===== src/luma_cfg.svh =====
`ifndef LUMA_CFG_SVH
`define LUMA_CFG_SVH

// Register sub-addresses
`define LUMA_GAMMA_BASE 8'h26
`define LUMA_GAMMA_COUNT 8'h0E
`define LUMA_BRIGHT_ADDR 8'h34
`define LUMA_AUXCLK_ADDR 8'h35

// Field positions and reset values
`define LUMA_AUXCLK_EN_BIT 1
`define LUMA_AUXCLK_RESET 8'h70
`define LUMA_POINT_STEP 32

// Curve shape
`define LUMA_CURVE_POINTS 7
`define LUMA_KNOT_LOW 8'h10
`define LUMA_KNOT_LAST 8'hE0
`define LUMA_KNOT_HIGH 8'hF0
`define LUMA_SHIFT_WIDE 5
`define LUMA_SHIFT_NARROW 4

// Brightness divider timing
`define LUMA_DIV_STEPS 8

`endif


===== src/luma_pkg.sv =====
package luma_pkg;

    // One luma or chroma sample
    typedef logic [7:0] sample_t;

    // Brightness divider sequencer
    typedef enum logic [1:0]
    {
        DIV_IDLE = 2'b01,
        DIV_RUN = 2'b10
    } div_state_t;

endpackage : luma_pkg


===== src/gamma_point_mem.sv =====
`timescale 1ns/1ns
`default_nettype none
`include "luma_cfg.svh"

module gamma_point_mem #(
    parameter int NUM_POINTS = 14,
    parameter int WIDTH = 8
) (
    // Clock and reset
    input wire logic clk_i,
    input wire logic resetn_i,
    // Write port
    input wire logic wr_en_i,
    input wire logic [3:0] wr_index_i,
    input wire logic [WIDTH-1:0] wr_data_i,
    // Registered read port for software
    input wire logic [3:0] rd_index_i,
    output logic [WIDTH-1:0] rd_data_o,
    // All points, straight from the flip-flops
    output logic [NUM_POINTS*WIDTH-1:0] points_o
);

    ////////////////////////////////////////////////////////////////////////////
    // Storage
    logic [WIDTH-1:0] mem [NUM_POINTS];

    // Points reset to a straight line so an unprogrammed curve is harmless
    always_ff @(posedge clk_i or negedge resetn_i)
    begin
        if (!resetn_i)
        begin
            for (int i = 0; i < NUM_POINTS; i++)
                mem[i] <= WIDTH'(((i % `LUMA_CURVE_POINTS) + 1) * `LUMA_POINT_STEP);
        end
        else if (wr_en_i && (int'(wr_index_i) < NUM_POINTS))
        begin
            mem[wr_index_i] <= wr_data_i;
        end
    end

    // Read data leaves through a register
    always_ff @(posedge clk_i or negedge resetn_i)
    begin
        if (!resetn_i)
            rd_data_o <= '0;
        else if (int'(rd_index_i) < NUM_POINTS)
            rd_data_o <= mem[rd_index_i];
        else
            rd_data_o <= '0;
    end

    // Flatten for the interpolator
    always_comb
    begin
        for (int i = 0; i < NUM_POINTS; i++)
            points_o[i*WIDTH +: WIDTH] = mem[i];
    end

    ////////////////////////////////////////////////////////////////////////////
    // Checks
    a_point_write: assert property (@(posedge clk_i) disable iff (!resetn_i)
        wr_en_i && (int'(wr_index_i) < NUM_POINTS) |=> mem[$past(wr_index_i)] == $past(wr_data_i))
        else $error("gamma point not stored");

endmodule : gamma_point_mem

`default_nettype wire


===== src/luma_gamma_brightness_aux_clock_pin.sv =====
`timescale 1ns/1ns
`default_nettype none
`include "luma_cfg.svh"

// Behaviour
// - Gamma touches luma only, chroma unaltered
// - Two curves held, exactly one applied
// - Fourteen writable 8-bit breakpoint registers
// - Breakpoints at 32,64,...,224 on 256 axis
// - Points 0,16,240,255 fixed
// - Linear interpolation between neighbouring breakpoints
// - Brightness register read-only, writes ignored
// - Brightness sums active video only
// - Brightness updates eight cycles after vsync falling edge
// - Enable bit drives 54 MHz on aux pin
// - Aux clock needs PLL on, oversampling on
module luma_gamma_brightness_aux_clock_pin
    import luma_pkg::*;
#(
    parameter int ACC_W = 28,
    parameter int CNT_W = 20
) (
    // Clock and reset
    input wire logic clk_i,
    input wire logic resetn_i,
    // Pixel stream in
    input wire logic pix_valid_i,
    input wire logic [7:0] luma_i,
    input wire logic [7:0] chroma_i,
    input wire logic active_i,
    input wire logic vsync_n_i,
    // Pixel stream out
    output logic pix_valid_o,
    output logic [7:0] luma_o,
    output logic [7:0] chroma_o,
    // Mode bits from elsewhere
    input wire logic gamma_enable_i,
    input wire logic gamma_curve_b_i,
    input wire logic pll_disable_bit_i,
    input wire logic oversample_enable_bit_i,
    // Clocks
    input wire logic pll_clk54_i,
    output logic aux_clock_pin_o,
    // Decoded register access
    input wire logic [7:0] reg_addr_i,
    input wire logic reg_wr_i,
    input wire logic [7:0] reg_wdata_i,
    input wire logic reg_rd_i,
    output logic [7:0] reg_rdata_o,
    output logic reg_rack_o
);

    ////////////////////////////////////////////////////////////////////////////
    // Register decode
    logic gamma_hit; // Address falls in the point bank
    logic [3:0] gamma_index; // Point number within the bank
    logic [8*14-1:0] points; // All fourteen points
    logic [7:0] mem_rdata; // Registered point readback
    logic [7:0] aux_clock_control; // Output clock register
    logic [7:0] average_brightness; // Field mean
    logic rd_q; // Read in flight
    logic rd_gamma_q; // Read targets the point bank
    logic [7:0] side_q; // Readback of the other registers

    always_comb
    begin
        gamma_hit = (reg_addr_i >= `LUMA_GAMMA_BASE) && (reg_addr_i < (`LUMA_GAMMA_BASE + `LUMA_GAMMA_COUNT));
        gamma_index = 4'(reg_addr_i - `LUMA_GAMMA_BASE);
    end

    gamma_point_mem #(
        .NUM_POINTS(14),
        .WIDTH(8)
    ) u_points (
        .clk_i(clk_i),
        .resetn_i(resetn_i),
        .wr_en_i(reg_wr_i && gamma_hit),
        .wr_index_i(gamma_index),
        .wr_data_i(reg_wdata_i),
        .rd_index_i(gamma_index),
        .rd_data_o(mem_rdata),
        .points_o(points)
    );

    // Output clock register; all bits stored, only the enable acts
    always_ff @(posedge clk_i or negedge resetn_i)
    begin
        if (!resetn_i)
            aux_clock_control <= `LUMA_AUXCLK_RESET;
        else if (reg_wr_i && (reg_addr_i == `LUMA_AUXCLK_ADDR))
            aux_clock_control <= reg_wdata_i;
    end

    // First read stage: pick the non-bank register, bank reads itself
    always_ff @(posedge clk_i or negedge resetn_i)
    begin
        if (!resetn_i)
        begin
            rd_q <= 1'b0;
            rd_gamma_q <= 1'b0;
            side_q <= 8'h00;
        end
        else
        begin
            rd_q <= reg_rd_i;
            rd_gamma_q <= gamma_hit;
            if (reg_addr_i == `LUMA_BRIGHT_ADDR)
                side_q <= average_brightness;
            else if (reg_addr_i == `LUMA_AUXCLK_ADDR)
                side_q <= aux_clock_control;
            else
                side_q <= 8'h00; // Unmapped reads as zero
        end
    end

    // Second read stage; two-cycle latency keeps the bank and the rest aligned
    always_ff @(posedge clk_i or negedge resetn_i)
    begin
        if (!resetn_i)
        begin
            reg_rdata_o <= 8'h00;
            reg_rack_o <= 1'b0;
        end
        else
        begin
            reg_rack_o <= rd_q;
            if (rd_q)
                reg_rdata_o <= rd_gamma_q ? mem_rdata : side_q;
        end
    end

    ////////////////////////////////////////////////////////////////////////////
    // Gamma interpolator
    logic [7:0] lo_y; // Output at left knot
    logic [7:0] hi_y; // Output at right knot
    logic [4:0] seg_off; // Distance from left knot
    logic seg_narrow; // Segment spans 16 codes, else 32
    logic bypass_seg; // Fixed identity region
    logic [3:0] base; // First point of the chosen curve
    logic [7:0] next_luma; // Curve output
    logic signed [9:0] diff; // Rise across the segment
    logic signed [15:0] prod; // Rise scaled by offset
    logic signed [15:0] step; // Rise at this sample
    logic [2:0] seg; // Which 32-wide slot

    always_comb
    begin
        base = gamma_curve_b_i ? 4'h7 : 4'h0;
        seg = luma_i[7:5];
        lo_y = 8'h00;
        hi_y = 8'h00;
        seg_off = luma_i[4:0];
        seg_narrow = 1'b0;
        bypass_seg = 1'b0;
        // Knots outside 16..240 are fixed identity points
        if ((luma_i < `LUMA_KNOT_LOW) || (luma_i >= `LUMA_KNOT_HIGH))
        begin
            bypass_seg = 1'b1;
        end
        else if (seg == 3'd0)
        begin
            // 16 up to 32: fixed 16 to first point
            lo_y = `LUMA_KNOT_LOW;
            hi_y = points[8*base +: 8];
            seg_off = 5'(luma_i - `LUMA_KNOT_LOW);
            seg_narrow = 1'b1;
        end
        else if (seg == 3'd7)
        begin
            // 224 up to 240: last point to fixed 240
            lo_y = points[8*(base + 4'd6) +: 8];
            hi_y = `LUMA_KNOT_HIGH;
            seg_off = 5'(luma_i - `LUMA_KNOT_LAST);
            seg_narrow = 1'b1;
        end
        else
        begin
            // Knot k-1 sits at 32*k
            lo_y = points[8*(base + 4'(seg) - 4'd1) +: 8];
            hi_y = points[8*(base + 4'(seg)) +: 8];
        end
        diff = 10'(signed'({2'b00, hi_y}) - signed'({2'b00, lo_y}));
        prod = 16'(diff * signed'({1'b0, seg_off}));
        // Spans are powers of two, so the divide is a shift
        step = seg_narrow ? (prod >>> `LUMA_SHIFT_NARROW) : (prod >>> `LUMA_SHIFT_WIDE);
        next_luma = bypass_seg ? luma_i : 8'(16'(signed'({8'h00, lo_y})) + step);
    end

    // One register stage; chroma rides alongside untouched
    always_ff @(posedge clk_i or negedge resetn_i)
    begin
        if (!resetn_i)
        begin
            pix_valid_o <= 1'b0;
            luma_o <= 8'h00;
            chroma_o <= 8'h00;
        end
        else
        begin
            pix_valid_o <= pix_valid_i;
            if (pix_valid_i)
            begin
                luma_o <= gamma_enable_i ? next_luma : luma_i;
                chroma_o <= chroma_i;
            end
        end
    end

    ////////////////////////////////////////////////////////////////////////////
    // Brightness accumulation
    logic vsync_q; // Previous vsync level
    logic vsync_fall; // Start of vertical sync
    logic [ACC_W-1:0] acc_sum; // Luma sum this field
    logic [CNT_W-1:0] acc_count; // Samples this field
    logic take; // Sample counts toward the mean

    always_comb
    begin
        vsync_fall = vsync_q && !vsync_n_i;
        take = pix_valid_i && active_i;
    end

    always_ff @(posedge clk_i or negedge resetn_i)
    begin
        if (!resetn_i)
            vsync_q <= 1'b1;
        else
            vsync_q <= vsync_n_i;
    end

    // A sample in the edge cycle opens the next field
    always_ff @(posedge clk_i or negedge resetn_i)
    begin
        if (!resetn_i)
        begin
            acc_sum <= '0;
            acc_count <= '0;
        end
        else if (vsync_fall)
        begin
            acc_sum <= take ? ACC_W'(luma_i) : '0;
            acc_count <= take ? CNT_W'(1) : '0;
        end
        else if (take)
        begin
            acc_sum <= acc_sum + ACC_W'(luma_i);
            acc_count <= acc_count + CNT_W'(1);
        end
    end

    ////////////////////////////////////////////////////////////////////////////
    // Mean by restoring division; the quotient never exceeds eight bits
    div_state_t div_state; // Sequencer state
    logic [ACC_W-1:0] div_rem; // Partial remainder
    logic [CNT_W-1:0] div_den; // Sample count
    logic [2:0] div_step; // Quotient bit in work
    logic [7:0] div_q; // Quotient so far
    logic [ACC_W+7:0] den_shift; // Count aligned to this bit
    logic div_bit; // This quotient bit
    logic [7:0] next_q; // Quotient with this bit

    always_comb
    begin
        den_shift = (ACC_W + 8)'(div_den) << div_step;
        // Empty field gives zero rather than all ones
        div_bit = (div_den != '0) && ({8'h00, div_rem} >= den_shift);
        next_q = div_q | (8'(div_bit) << div_step);
    end

    // A new edge restarts the divider; fields are far longer than eight cycles
    always_ff @(posedge clk_i or negedge resetn_i)
    begin
        if (!resetn_i)
        begin
            div_state <= DIV_IDLE;
            div_rem <= '0;
            div_den <= '0;
            div_step <= 3'd0;
            div_q <= 8'h00;
        end
        else if (vsync_fall)
        begin
            div_state <= DIV_RUN;
            div_rem <= acc_sum;
            div_den <= acc_count;
            div_step <= 3'(`LUMA_DIV_STEPS - 1);
            div_q <= 8'h00;
        end
        else
        begin
            unique case (div_state)
                DIV_IDLE:
                begin
                    div_state <= DIV_IDLE;
                end
                DIV_RUN:
                begin
                    if (div_bit)
                        div_rem <= div_rem - ACC_W'(den_shift);
                    div_q <= next_q;
                    div_step <= div_step - 3'd1;
                    if (div_step == 3'd0)
                        div_state <= DIV_IDLE;
                end
                default:
                begin
                    div_state <= DIV_IDLE;
                end
            endcase
        end
    end

    // Only the divider writes here; software writes never reach it
    always_ff @(posedge clk_i or negedge resetn_i)
    begin
        if (!resetn_i)
            average_brightness <= 8'h00;
        else if ((div_state == DIV_RUN) && (div_step == 3'd0) && !vsync_fall)
            average_brightness <= next_q;
    end

    ////////////////////////////////////////////////////////////////////////////
    // Auxiliary clock gate; a plain AND may clip a pulse when the enable moves
    logic aux_allow; // Enable qualified by PLL state

    always_ff @(posedge clk_i or negedge resetn_i)
    begin
        if (!resetn_i)
            aux_allow <= 1'b0;
        else
            aux_allow <= aux_clock_control[`LUMA_AUXCLK_EN_BIT]
                && !pll_disable_bit_i && oversample_enable_bit_i;
    end

    assign aux_clock_pin_o = pll_clk54_i && aux_allow;

    ////////////////////////////////////////////////////////////////////////////
    // Checks
    a_chroma_pass: assert property (@(posedge clk_i) disable iff (!resetn_i)
        pix_valid_i |=> chroma_o == $past(chroma_i))
        else $error("chroma altered");

    a_gamma_bypass: assert property (@(posedge clk_i) disable iff (!resetn_i)
        pix_valid_i && !gamma_enable_i |=> luma_o == $past(luma_i))
        else $error("luma changed with gamma off");

    a_fixed_knots: assert property (@(posedge clk_i) disable iff (!resetn_i)
        pix_valid_i && gamma_enable_i && ((luma_i == 8'h10) || (luma_i == 8'hF0) || (luma_i == 8'h00)
        || (luma_i == 8'hFF)) |=> luma_o == $past(luma_i))
        else $error("fixed curve point moved");

    a_break_hit: assert property (@(posedge clk_i) disable iff (!resetn_i)
        pix_valid_i && gamma_enable_i && (luma_i == 8'h40)
        |=> luma_o == $past(points[8*(gamma_curve_b_i ? 8 : 1) +: 8]))
        else $error("breakpoint 64 wrong");

    a_curve_mid: assert property (@(posedge clk_i) disable iff (!resetn_i)
        pix_valid_i && gamma_enable_i && (luma_i == 8'h50)
        |=> 9'(luma_o) * 2 >= $past(9'(lo_y) + 9'(hi_y)) - 9'd1
        && 9'(luma_o) * 2 <= $past(9'(lo_y) + 9'(hi_y)))
        else $error("midpoint not interpolated");

    a_active_only: assert property (@(posedge clk_i) disable iff (!resetn_i)
        !active_i && !vsync_fall |=> $stable(acc_count) && $stable(acc_sum))
        else $error("blanking sample counted");

    a_div_run: assert property (@(posedge clk_i) disable iff (!resetn_i)
        vsync_fall ##1 !vsync_fall [*8] |-> ((div_state == DIV_RUN) && (div_step == 3'd0)) ##1 div_state == DIV_IDLE)
        else $error("divider did not finish in eight cycles");

    a_bright_ro: assert property (@(posedge clk_i) disable iff (!resetn_i)
        div_state == DIV_IDLE && !vsync_fall && reg_wr_i && (reg_addr_i == `LUMA_BRIGHT_ADDR)
        |=> $stable(average_brightness))
        else $error("brightness written by software");

    a_aux_off: assert property (@(posedge clk_i) disable iff (!resetn_i)
        (pll_disable_bit_i || !oversample_enable_bit_i) |=> !aux_clock_pin_o)
        else $error("aux clock out while PLL not ready");

endmodule : luma_gamma_brightness_aux_clock_pin

`default_nettype wire


===== config.mk =====
export PLATFORM = sky130hd
export DESIGN_NAME = luma_gamma_brightness_aux_clock_pin
export DESIGN_NICKNAME = d
export VERILOG_FILES = /design/src/luma_pkg.sv /design/src/gamma_point_mem.sv /design/src/luma_gamma_brightness_aux_clock_pin.sv
export VERILOG_INCLUDE_DIRS = /design/src
export SDC_FILE = /design/constraint.sdc
export NUM_CORES = 1
export LEC_CHECK = 0
export ABC_AREA = 0
export BUFFER_PORTS_ARGS = -buffer_cell sky130_fd_sc_hd__buf_2
export CELL_PAD_IN_SITES_DETAIL_PLACEMENT = 1
export CELL_PAD_IN_SITES_GLOBAL_PLACEMENT = 2
export CORE_MARGIN = 1.5
export CORE_UTILIZATION = 36
export CTS_BUF_LIST = sky130_fd_sc_hd__clkbuf_2
export CTS_CLUSTER_DIAMETER = 50
export CTS_CLUSTER_SIZE = 25
export DETAILED_ROUTE_END_ITERATION = 8
export GPL_ROUTABILITY_DRIVEN = 0
export PLACE_DENSITY = 0.79
export SLEW_MARGIN = 20
export SYNTH_ARGS = -nofsm -noshare
export SYNTH_HDL_FRONTEND = slang
export SYNTH_SLANG_ARGS = --single-unit
export TNS_END_PERCENT = 5

===== constraint.sdc =====
create_clock -name clk_i -period 8.7 [get_ports clk_i]
set_input_delay 0.87 -clock clk_i [delete_from_list [all_inputs] [get_ports clk_i]]
set_output_delay 0.87 -clock clk_i [all_outputs]
set_load 0.03 [all_outputs]

==> metrics.yaml <==
status: "complete, no violations"
grt_max_degree: 163
finalHoldViolations: 0
yosysMostFrequentCell: "dfrtp_1"
synth_compound_area_share_pct: 13.77
clock_sinks: 283
synth.area.top_cells: "dfrtp_1 33%, mux2_2 9.0%, mux4_2 7.0%, ha_1 5.1%, dfstp_2 4.0%"
coreArea_mm2: 0.05266
worstHoldStart: "chroma_i[4]"
drv_slew: 0
min_path_type: "in -> reg"
slew_headroom_pct: 21.04
synthSimpleGateAreaFrac_pct: 13.41
worst-r2r-cell-count: 32
rsz0062_at_grt: "false"
finalSetupViolations: 0
synth_flop_cell: "dfrtp_1"
syn_area_mm2: 0.01921
fin_crit_ns: 8.214
die_h_um: 234.0
start_util_pct: 36.48
cts_buffers: 38
num_vias: 15693
synth-xor-area-share_pct: 4.097
critPathArrivalTime_ns: 9.07
worst_pin_slew_ns: 1.180
endpoint_kind: "flop"
hold_path_depth: 2
place_ws_ns: -0.6996
min_to: "chroma_o[4]"
drc: 0
cts-root-buf: "clkbuf_2"
crit_path_start_kind: "primary input"
synthAdderAreaFrac_pct: 8.206
grt_pass1_wl_um: 95100
avgSynthCellArea_um2: 10.02
p_per_area_mw_per_mm2: 362.1
nets: 2209
r2r_setup_slack_ns: 1.11
clkTransAtPathRegs_ns: 0.17
cpMaxStageDelayCell: "fa_1"
ys_ff_latch: 283
post_cts_buffers: 0
syn_nets: 2070
synth_common_cells: "254 x dfrtp_1, 202 x nand2_1, 154 x nor2_1"
cts_max_path_buffers: 3
synth_cell_types: 74
slowest_delay_ns: 0.57
fmax_ghz: 0.1217
h-tree-depth: 2
syn_inst: 1918
drt-initial-drc-count: 1021
overflow: 0
synth_top_family_by_area: "multiplexers"
setup_ws_ns: 0.4861
drt-total-wl_um: 59610
numPortBuffers: 70
synth_top_area_cell: "dfrtp_1"
grt_use_total_pct: 22.23
synth_edf_count: 0
design_area_mm2: 0.02184
clock_skew_ns: 0.1385
vias_per_cell: 5.653
routedWlPerCell_um: 21.47
num_io_pins: 71
drtPass1Iterations: 5
drv_cap: 0
drtAntennaViolNets: 0
crit_fanout: 15
irDropWorstVdd_uv: 477.9
yosys_warnings: 0
dieArea_mm2: 0.05476
whs_ns: 0.1391
grt_antenna_before_repair: 2
yosysSeqAreaShare_pct: 37.05
clk_latency_ns: 1.06
critPathRequiredTime_ns: 9.56
areaGrowthSynthToFinish_pct: 13.70
async_reset_ff_share_pct: 100.0
r2r_start: "u_points.points_o[65]"
cts_tree: "done"
final_core_util_pct: 41.48
worstSetupPathType: "in -> reg"
dpl.hpwl_um: 43250
drive_above_1_share_pct: 25.98
finalCritPeriodShare_pct: 94.41
synth.area.mux_share_pct: 19.39
place_area_mm2: 0.02112
r2r_end: "luma_o[7]"
power_leakage_nw: 10.01
grt_pass1_vias: 16552
rows: 84
synth_top_area_share_pct: 33.09
die_w_um: 234.0
## power by group
group | internal (W) | switching (W)
Clock | 0.000349 | 0.000594
Combinational | 0.00270 | 0.00272
Sequential | 0.00144 | 0.000110
Total | 0.00449 | 0.00342
## how the worst max path moves through the flow
stage / endpoint / slack [ns] / startpoint
detailed placement: luma_o[7] / -0.70 / gamma_curve_b_i
global placement: luma_o[7] / -0.35 / gamma_curve_b_i
finish: luma_o[7] / 0.49 / gamma_curve_b_i
floorplan: luma_o[7] / 0.001 / luma_i[5]
CTS: luma_o[7] / 0.39 / gamma_curve_b_i
global route: luma_o[7] / 0.02 / luma_i[5]
## registers in the layout, indices dropped and copies added (netlist names), 8 cells and up
signal,flops
aux_clock_control,8
chroma_o,8
average_brightness,8
u_points.rd_data_o,8
acc_count,20
side_q,8
luma_o,8
div_rem,28
acc_sum,28
div_den,20
reg_rdata_o,8
u_points.points_o,112
div_q,8
## critical path: cells and delay by family
kind | cells | cell delay, ns
fa+ha+maj | 8 | 3.21
compound gates | 11 | 2.34
mux | 2 | 0.39
xor+xnor | 3 | 0.49
buf+inv | 9 | 0.94
simple gates | 8 | 0.80
## kinds of logic after synthesis
family	after synthesis
and+or+nand+nor	554
AOI/OAI and AO/OA	409
DFF	283
muxes	278
buffers and inverters	198
adders and majority gates	108
xor gates and xnor gates	88
## layout by cell type, fill, tap and decap left out, types with 16 or more instances in the layout
| cell | instances |
|---|---|
| nor2_1 | 148 |
| fa_1 | 30 |
| dfstp_2 | 29 |
| ha_1 | 75 |
| a221oi_1 | 35 |
| a31oi_1 | 28 |
| buf_4 | 125 |
| nand3_1 | 38 |
| a21oi_1 | 123 |
| and2_1 | 27 |
| inv_1 | 83 |
| clkbuf_2 | 39 |
| mux4_2 | 60 |
| a211oi_1 | 16 |
| dfrtp_1 | 254 |
| xnor2_1 | 47 |
| o21ai_0 | 74 |
| and3_1 | 25 |
| mux2_2 | 153 |
| nor2b_1 | 19 |
| a22o_1 | 16 |
| nor3_1 | 18 |
| mux2i_1 | 65 |
| xor2_1 | 39 |
| nand2_1 | 202 |
| a21o_1 | 22 |
| buf_2 | 69 |
## timing repair
action / CTS / global route
hold buffers: 11 / 0
endpoints found under the hold margin: 108 / 0
endpoints found under the setup margin: 0 / 2
resized for setup: 0 / 5
## final cells by class
class | instances | area, um2
fill | 5947 | 30810
multi-input combinational | 1437 | 11420
sequential | 283 | 7118
timing repair buffer | 212 | 1529
tap | 688 | 860.8
clock inverter | 30 | 389.1
inverter | 85 | 322.8
clock buffer | 39 | 195.2
antenna | 2 | 5.005
## per-stage QoR
stage | cells | TNS (ns) | power (W)
CTS | 2774 | 0 | 0.008025
detailed placement | 2694 | -2.349 | 0.007006
global route | 2776 | 0 | 0.008681
global placement | 2694 | -1.018 | 0.006784
finish | 2776 | 0 | 0.007910
floorplan | 1918 | 0 | 0.005119
## metal layers
metal  vias up  global-route usage, %  routed length, um
li1       7204                      -                  -
met1      7960                  31.06              27390
met2       440                  35.07              27370
met3        89                  4.073               3206
met4         0                  6.410               1649
met5         -                      0                  0
Note: power is estimated with default switching activity, not from simulation.
